--- src/iop_pkg.sv ---
/*
 * Package for the input/output port pair: register offsets, field layout,
 * reset values and timing constants.
 * Assumes a 250 MHz system clock and a 32.768 kHz time-base tick input.
 */
package iop_pkg;

    // ------------------------------------------------------------
    // Register map (APB byte addresses)
    // ------------------------------------------------------------
    localparam logic [7:0] input_port_level_off       = 8'h00;
    localparam logic [7:0] output_port_value_off      = 8'h04;
    localparam logic [7:0] port_pair_mode_control_off = 8'h08;
    localparam logic [7:0] irq_status_off             = 8'h0c;
    localparam logic [7:0] irq_mask_off               = 8'h10;

    // ------------------------------------------------------------
    // Mode control fields
    // ------------------------------------------------------------
    localparam int input_termination_select_bit = 0;
    localparam int output_drive_select_bit      = 1;
    localparam int pull_direction_select_bit    = 2;

    // ------------------------------------------------------------
    // Reset values
    // ------------------------------------------------------------
    localparam logic [3:0] output_port_value_rst = 4'h0;
    localparam logic [3:0] mode_control_rst      = 4'h0;
    localparam logic [0:0] irq_mask_rst          = 1'h0;

    // ------------------------------------------------------------
    // Time base
    // ------------------------------------------------------------
    // 32768 Hz tick divided by 512 gives 64 Hz
    localparam int tbc_div_bits     = 9;
    localparam int ext1_vector_addr = 'h032;
    localparam logic [9:0] ext1_vector = 10'h032;

endpackage

--- src/iop_tbc.sv ---
/*
 * Time-base divider: counts the 32.768 kHz tick down to 64 Hz and gives
 * a one-cycle pulse each time the counter's top bit falls.
 * Assumes xt_tick is a one-cycle enable synchronous to clk.
 */
module iop_tbc #(
    parameter int div_bits = iop_pkg::tbc_div_bits
) (
    // Clock and reset
    input  wire logic clk,
    input  wire logic rst_n,
    // Time base
    input  wire logic xt_tick,
    output logic      hz64_fall
);

    typedef struct packed {
        logic [div_bits-1:0] count;
        logic                fall;
    } iop_tbc_state_type;

    iop_tbc_state_type state;
    iop_tbc_state_type next_state;

    always_comb begin
        next_state      = state;
        next_state.fall = 1'b0;
        if (xt_tick) begin
            next_state.count = div_bits'(state.count + 1'b1);
            // Top bit falls when counter wraps
            if (&state.count) begin
                next_state.fall = 1'b1; // RULE18
            end
        end
    end

    always_ff @(posedge clk or negedge rst_n) begin
        if (!rst_n) begin
            state <= '0;
        end else begin
            state <= next_state;
        end
    end

    assign hz64_fall = state.fall;

endmodule

--- src/iop_port_pair.sv ---
/*
 * Input/output port pair with shared mode control and External 1
 * interrupt. APB slave for registers.
 * Assumes pins synchronous to clk, xt_tick a 32.768 kHz enable pulse.
 */
// The register addresses and the APB interface to the registers were left to the implementer.
// Function
// RULE1: Read-only four-bit input level register
// RULE2: Output register drives pins, resets zero
// RULE3: Pins change at write completion
// RULE4: Port read captured at access edge
// RULE5: Mode control is write-only, reads zero
// RULE6: Bit 2 selects pull-up or pull-down
// RULE7: Same pull direction for ports two, three
// RULE8: Bit 1 selects push-pull or open drain
// RULE9: Bit 0 selects resistor or high-impedance
// RULE10: Mode bits clear on reset
// RULE11: Sample inputs on 64 Hz falling edge
// RULE12: Flag set within one sampling period
// RULE13: Flag from OR-based level change
// RULE14: Pull-down events: all low, any high
// RULE15: Pull-up events: any low, all high
// RULE16: Vector address 032H on acceptance
// RULE17: Pins 0 and 1 feed capture triggers
// RULE18: Sampling clock from crystal time base
// RULE19: Compare current and previous samples
module iop_port_pair (
    // Clock and reset
    input  wire logic        clk,
    input  wire logic        rst_n,
    // APB slave
    input  wire logic        psel,
    input  wire logic        penable,
    input  wire logic        pwrite,
    input  wire logic [7:0]  paddr,
    input  wire logic [31:0] pwdata,
    output logic      [31:0] prdata,
    output logic             pready,
    output logic             pslverr,
    // Time base
    input  wire logic        xt_tick,
    // Input port
    input  wire logic [3:0]  in_pins,
    output logic             in_pull_enable,
    output logic             in_pull_down,
    output logic [1:0]       capture_trigger,
    // Output port
    output logic [3:0]       out_pins,
    output logic [3:0]       out_pins_oe_n,
    // Shared with ports two and three
    output logic             port23_pull_down,
    // Interrupt
    output logic             ext1_interrupt_signal,
    output logic             irq,
    output logic [9:0]       ext1_vector_addr
);

    // ------------------------------------------------------------
    // State
    // ------------------------------------------------------------
    typedef struct packed {
        logic [31:0] prdata;
        logic        pready;
        logic        pslverr;
        logic [3:0]  output_port_value;
        logic [3:0]  mode;
        logic        sample_valid;
        logic [3:0]  prev_sample;
        logic        ext1_request_flag;
        logic        irq_mask;
        logic        ext1_pulse;
        logic        irq;
        logic [3:0]  out_pins;
        logic [3:0]  oe_n;
        logic        pull_en;
        logic        pull_dn;
        logic [1:0]  cap_trig;
    } iop_state_type;

    iop_state_type state;
    iop_state_type next_state;
    logic          hz64_fall;
    logic          setup;
    logic          wr_done;
    logic          rd_done;
    logic          mapped;
    logic          event_hit;
    logic          all_hi_prev;
    logic          all_lo_prev;
    logic          all_hi_now;
    logic          all_lo_now;

    iop_tbc #(
        .div_bits (iop_pkg::tbc_div_bits)
    ) u_tbc (
        .clk       (clk),
        .rst_n     (rst_n),
        .xt_tick   (xt_tick),
        .hz64_fall (hz64_fall)
    );

    // ------------------------------------------------------------
    // Event detection
    // ------------------------------------------------------------
    // Only all-high/all-low states arm an event, as the OR circuit does
    always_comb begin
        all_hi_prev = &state.prev_sample;
        all_lo_prev = ~|state.prev_sample;
        all_hi_now  = &in_pins;
        all_lo_now  = ~|in_pins;
        event_hit   = 1'b0;
        if (hz64_fall && state.sample_valid) begin // RULE11 RULE19
            if (state.mode[iop_pkg::pull_direction_select_bit]) begin
                event_hit = (all_hi_prev && all_lo_now) // RULE14
                         || (all_lo_prev && !all_lo_now);
            end else begin
                event_hit = (all_hi_prev && !all_hi_now) // RULE15
                         || (all_lo_prev && all_hi_now);
            end
        end
    end

    // ------------------------------------------------------------
    // Bus decode
    // ------------------------------------------------------------
    always_comb begin
        setup   = psel && !penable;
        wr_done = psel && penable && pwrite && state.pready;
        rd_done = psel && penable && !pwrite && state.pready;
        case (paddr)
            iop_pkg::input_port_level_off,
            iop_pkg::output_port_value_off,
            iop_pkg::port_pair_mode_control_off,
            iop_pkg::irq_status_off,
            iop_pkg::irq_mask_off: mapped = 1'b1;
            default:               mapped = 1'b0;
        endcase
    end

    // ------------------------------------------------------------
    // Next state
    // ------------------------------------------------------------
    always_comb begin
        next_state            = state;
        next_state.pready     = 1'b0;
        next_state.pslverr    = 1'b0;
        next_state.ext1_pulse = 1'b0;
        // No wait state: data is prepared in setup, answered next cycle
        if (setup) begin
            next_state.pready  = 1'b1;
            next_state.pslverr = !mapped;
            next_state.prdata  = 32'h0000_0000;
            if (!pwrite) begin
                case (paddr)
                    iop_pkg::input_port_level_off:
                        next_state.prdata = {28'h0, in_pins}; // RULE1 RULE4
                    iop_pkg::output_port_value_off:
                        next_state.prdata = {28'h0, state.output_port_value};
                    iop_pkg::irq_status_off:
                        next_state.prdata = {31'h0, state.ext1_request_flag};
                    iop_pkg::irq_mask_off:
                        next_state.prdata = {31'h0, state.irq_mask};
                    // Mode control is write-only, reads as zero
                    default:
                        next_state.prdata = 32'h0000_0000; // RULE5
                endcase
            end
        end
        if (wr_done && mapped) begin
            case (paddr)
                iop_pkg::output_port_value_off:
                    next_state.output_port_value = pwdata[3:0]; // RULE2
                iop_pkg::port_pair_mode_control_off:
                    next_state.mode = pwdata[3:0]; // RULE5
                iop_pkg::irq_mask_off:
                    next_state.irq_mask = pwdata[0];
                iop_pkg::irq_status_off:
                    if (pwdata[0]) begin
                        next_state.ext1_request_flag = 1'b0;
                    end
                default: ;
            endcase
        end
        if (rd_done) begin
            next_state.prdata = 32'h0000_0000;
        end
        // Sample history
        if (hz64_fall) begin
            next_state.prev_sample  = in_pins; // RULE11
            next_state.sample_valid = 1'b1;
        end
        // Set wins over a simultaneous write-one clear
        if (event_hit) begin
            next_state.ext1_request_flag = 1'b1; // RULE12 RULE13
            next_state.ext1_pulse        = 1'b1;
        end
        next_state.irq = next_state.ext1_request_flag && next_state.irq_mask;
        // Pins change together with the register, at the write edge
        next_state.out_pins = next_state.output_port_value; // RULE3
        for (int i = 0; i < 4; i++) begin
            // Open drain only drives low; enable is active low
            next_state.oe_n[i] = next_state.mode[iop_pkg::output_drive_select_bit]
                               && next_state.output_port_value[i]; // RULE8
        end
        next_state.pull_en  = !next_state.mode[iop_pkg::input_termination_select_bit]; // RULE9
        next_state.pull_dn  = next_state.mode[iop_pkg::pull_direction_select_bit]; // RULE6 RULE7
        next_state.cap_trig = in_pins[1:0]; // RULE17
    end

    always_ff @(posedge clk or negedge rst_n) begin
        if (!rst_n) begin
            state                   <= '0;
            state.output_port_value <= iop_pkg::output_port_value_rst; // RULE2
            state.mode              <= iop_pkg::mode_control_rst; // RULE10
            state.irq_mask          <= iop_pkg::irq_mask_rst;
            state.pull_en           <= 1'b1;
        end else begin
            state <= next_state;
        end
    end

    // ------------------------------------------------------------
    // Outputs
    // ------------------------------------------------------------
    assign prdata                = state.prdata;
    assign pready                = state.pready;
    assign pslverr               = state.pslverr;
    assign out_pins              = state.out_pins;
    assign out_pins_oe_n         = state.oe_n;
    assign in_pull_enable        = state.pull_en;
    assign in_pull_down          = state.pull_dn;
    assign port23_pull_down      = state.pull_dn;
    assign capture_trigger       = state.cap_trig;
    assign ext1_interrupt_signal = state.ext1_pulse;
    assign irq                   = state.irq;
    assign ext1_vector_addr      = iop_pkg::ext1_vector; // RULE16
endmodule

--- config.mk ---
export PLATFORM = sky130hd
export DESIGN_NAME = iop_port_pair
export DESIGN_NICKNAME = d
export VERILOG_FILES = /design/src/iop_pkg.sv /design/src/iop_tbc.sv /design/src/iop_port_pair.sv
export SDC_FILE = /design/constraint.sdc
export NUM_CORES = 1
export LEC_CHECK = 0
export ABC_AREA = 0
export BUFFER_PORTS_ARGS = -buffer_cell sky130_fd_sc_hd__buf_4
export CAP_MARGIN = 0
export CORE_MARGIN = 2
export CORE_UTILIZATION = 40
export DETAILED_ROUTE_END_ITERATION = 12
export PLACE_DENSITY = 0.72
export SYNTH_ARGS = -nofsm -noshare
export SYNTH_HDL_FRONTEND = slang
export SYNTH_SLANG_ARGS = --single-unit
export TNS_END_PERCENT = 100
--- constraint.sdc ---
create_clock -name clk -period 5 [get_ports clk]
set_input_delay 0.25 -clock clk [delete_from_list [all_inputs] [get_ports clk]]
set_output_delay 0.25 -clock clk [all_outputs]
set_load 0.02 [all_outputs]
### Yosys cells after proc, flatten, opt, wreduce, memory -nomap -nowiden

Cells that the tools add are included.
Widths: inputs -> output; s select.

| storage, ports and cells | value |
|---|---|
| output and inout bits | 59 |
| input port bits | 50 |
| flip-flop bits (word level) | 69 |

| operators by class | value |
|---|---|
| equality and inequality tests | 4 |
| mux-type cells | 18 |
| reduce and logical (&&, ||, !) cells | 35 |
| $add $sub $neg | 1 |

Operators with widths:

| operator | count |
|---|---|
| $mux 34 | 1 |
| $mux 32 | 1 |
| $logic_and 1x1->1 | 17 |
| $eq 8x4->1 const B | 2 |
| $pmux 4 s4 | 1 |
| $mux 4 | 3 |
| $mux 1 | 10 |
| $add 9x1->9 const B | 1 |
| $reduce_and 9->1 | 1 |
| $eq 8x3->1 const B | 1 |
| $eq 8x5->1 const B | 1 |
| $logic_not 8->1 | 1 |
| $mux 8 | 1 |
| $reduce_and 4->1 | 2 |
| $reduce_or 4->1 | 2 |
| $logic_not 1->1 | 7 |
| $reduce_or 5->1 | 1 |
| $logic_or 1x1->1 | 2 |
| $mux 2 | 1 |
| $reduce_and 2->1 | 1 |
| $reduce_bool 2->1 | 1 |

### Logic depth before layout (Yosys ltp)

| logic depth | value |
|---|---|
| depth in word-level cells | 8 |
| gate-level depth with buffers | 6 |
| mapped depth without buffers | 5 |

### Hierarchy

Synthesis repeated with hierarchy kept, for this count alone.

| second synthesis, totals | value |
|---|---|
| cells, all modules | 185 |
| area, all modules | 2087.0 um^2 |

By module, submodules not included:

| module | sequential area each (um^2) | area an instance (um^2) | cells an instance | times used |
|---|---|---|---|---|
| iop_port_pair | 726.9 | 1639.1 | 151 | 1 |
| iop_tbc | 250.2 | 447.9 | 34 | 1 |

### Least setup slack after synthesis

OpenSTA, ideal clock, no wires.

| timing path | value |
|---|---|
| path kind | input to register |
| start | in paddr[0] |
| end | reg state, in the netlist out_pins_oe_n[3] |
| required time | 4.881 ns |
| arrival | 1.894 ns |
| path slack | 2.987 ns |
| stages | 5 |
| cells stage by stage | or4_4 -> or4_1 -> buf_2 -> mux2_4 -> and2_1 |

RTL lines:

| item | RTL line | source |
|---|---|---|
| start: declaration | iop_port_pair.sv:35 | `input wire logic [7:0] paddr,` |
| end signal: assignment | iop_port_pair.sv:218 | `state <= next_state;` |
| end: declaration | iop_port_pair.sv:80 | `iop_state_type state;` |

==> results.sh <==
export IMPL_cp_num_buf_inv=1
export IMPL_required_ns=5.19
export IMPL_path_cells="buf_4 -> or4_4 -> or4_1 -> mux2_4 -> and2_1"
export IMPL_diodes=0
export IMPL_rsz0062_at_grt="false"
export IMPL_io_buffers=42
export IMPL_status="finished clean"
export IMPL_final_cell_area_mm2=0.00228
export IMPL_synthArstFlopShare_pct=100
export IMPL_cts_tree="yes"
export IMPL_slowest_stage="or4_1"
export IMPL_htreeDepth=2
export IMPL_cts_clk_slew_worst_paths_ns=0.08
export IMPL_r2r_end="out_pins_oe_n[3]"
export IMPL_fin_crit_sh_pct=38.6
export IMPL_area_growth_pct=10.5
export IMPL_antenna_found_initial=0
export IMPL_crit_fanout=6
export IMPL_reg2reg_slack_ns=3.20
export IMPL_yosysTopAreaCell="dfrtp_1"
export IMPL_ant_nets=0
export IMPL_vdd_drop_max_uv=189
export IMPL_min_path_type="in -> reg"
export IMPL_skew_ns=0.00782
export IMPL_avgSynthCellArea_um2=11.2
export IMPL_first_pass_iters=4
export IMPL_dp_cells=276
export IMPL_p_leak_nw=1.19
export IMPL_wirelength_um=3270
export IMPL_initial_core_util_pct=41.0
export IMPL_ctsResizeCount=0
export IMPL_synth_main_ff_cell="dfrtp_1"
export IMPL_synth_edf_count=0
export IMPL_root_buffer="clkbuf_8"
export IMPL_hold_depth=1
export IMPL_cts_inserted_buffers=5
export IMPL_viasPerCell=4.35
export IMPL_setup_tns_ns=0
export IMPL_synth_common_cells="buf_4 (53), dfrtp_1 (38), mux2_2 (9)"
export IMPL_path_delay_family="simple AND/OR/NAND/NOR gates"
export IMPL_netlist_area_mm2=0.00207
export IMPL_grt_pass1_vias=1194
export IMPL_placementRows=26
export IMPL_r2r_start="pready"
export IMPL_die_w_um=75.9
export IMPL_grt_pass1_wl_um=5600
export IMPL_dpl_cell_area_mm2=0.00219
export IMPL_fillers=491
export IMPL_layout_cells_non_filler=285
export IMPL_track_usage_pct=12.2
export IMPL_layout_setup_ws_ns=3.07
export IMPL_synth_top_cell_area_share_pct=46.0
export IMPL_maxCapViolations=0
export IMPL_crit_arrival_ns=2.12
export IMPL_yosys_register_bits=39
export IMPL_clkSinkCount=39
export IMPL_post_cts_buffers=0
export IMPL_dp_hpwl_um=2510
export IMPL_layout_drive_gt1_share_pct=32.1
export IMPL_fmax_mhz=518
export IMPL_grt_max_degree=40
export IMPL_p_per_area_mw_per_mm2=301
export IMPL_drc_errors=0
export IMPL_placement_setup_worst_slack_ns=2.75
export IMPL_ys_types=36
export IMPL_fin_crit_ns=1.93
export IMPL_synth_seq_area_share_pct=47.2
export IMPL_finalSetupViolations=0
export IMPL_end_kind="flip-flop"
export IMPL_max_stage_delay_ns=0.69
export IMPL_die_y_um=75.9
export IMPL_pin_count=109
export IMPL_post_drt_wl_per_cell_um=11.5
export IMPL_nets=266
export IMPL_min_delay_start="in_pins[0]"
export IMPL_yosys_top_cells_area="dfrtp_1 (46%), buf_4 (19%), mux2_2 (4.9%)"
export IMPL_cts_hold_buf=1
export IMPL_regArea_um2=977
export IMPL_synth_warnings=0
export IMPL_drt_initial_drc_count=56
export IMPL_clockBufferDepth=2
export IMPL_start_kind="primary input"
export IMPL_multi_input_comb_area_um2=795
export IMPL_clkLatencyLatePin_ns=0.29
export IMPL_coreArea_mm2=0.00504
export IMPL_rr_worst_depth=4
export IMPL_drv_slew=0
export IMPL_crit_type="in -> reg"
export IMPL_yosysMostFrequentCell="buf_4"
export IMPL_overflow=0
export IMPL_die_area_mm2=0.00576
export IMPL_hold_violations=0
export IMPL_synth_cells=185
export IMPL_min_to="capture_trigger[0]"
export IMPL_dr_total_vias=1239
export IMPL_gp_congestion=0.827
-- report_power, final --
part | switching, mW | internal, mW | total, mW
Clock | 0.108 | 0.0974 | 0.205
Combinational | 0.0658 | 0.0458 | 0.112
Sequential | 0.0265 | 0.345 | 0.372
Total | 0.200 | 0.489 | 0.688
-- final cells by class --
| type | instances | share of cell area, % |
|---|---|---|
| flip-flops and latches | 39 | 42.8 |
| multi-input cells | 121 | 34.8 |
| repair buffers | 43 | 14.2 |
| well taps | 70 | 3.83 |
| clock buffers | 6 | 3.18 |
| inverters | 4 | 0.657 |
| clock inverters | 2 | 0.548 |
-- kinds of logic after synthesis --
kind of cell,Yosys count,share of synthesized area [%]
buffers and inverters,61,20.9
AND/OR/NAND/NOR,41,11.7
flip-flops,39,47.2
multiplexers,19,10.7
AO/OA/AOI/OAI,14,4.90
XOR/XNOR,7,2.96
adder cells (fa/ha/maj),2,1.21
other,2,0.363
-- metal layers --
layer  wire [µm]  global-route usage (%)
met4          46                    3.82
met5           0                       0
met3         233                    4.88
met2        1580                    19.8
met1        1410                    15.0
-- placed cells by master, fill, tap and decap left out, types with 4 or more instances in the layout --
cell type and count:
and2_1 4, buf_4 42, clkbuf_8 5, conb_1 38, dfrtp_1 38, inv_1 4, mux2_2 9, mux2_4 4
mux2i_1 6, nand2_1 6, nand4_1 6, nor2_1 5, o2bb2ai_1 4, or4_1 4, xnor2_1 4
-- worst max-delay path by stage --
stage	slack, ns	end	from	depth (start not counted)
floorplan	2.99	out_pins_oe_n[3]	paddr[0]	5
global placement	2.76	out_pins_oe_n[2]	paddr[0]	5
detailed placement	2.75	out_pins_oe_n[2]	paddr[0]	5
CTS	3.07	out_pins_oe_n[2]	paddr[0]	5
global route	3.03	out_pins_oe_n[2]	paddr[0]	5
finish	3.07	out_pins_oe_n[3]	paddr[0]	5
-- state kept, by name, indices dropped and copies added, names as in the netlist --
name	flops
u_tbc.hz64_fall	1
ext1_interrupt_signal	1
irq	1
capture_trigger	2
state	10
pslverr	1
in_pull_enable	1
prdata	4
pready	1
out_pins	4
u_tbc.state	9
out_pins_oe_n	4
-- metrics by stage --
stage	utilization (%)	hold WS, ns	power (mW)
final	45.3	0.104	0.688
after detailed placement	43.4	0.252	0.490
after floorplan	-	-0.0456	0.474
after global routing	45.3	0.0916	0.731
after global placement	43.4	0.247	0.486
after CTS	45.3	0.100	0.697
Power figures use the tool's default switching activity.
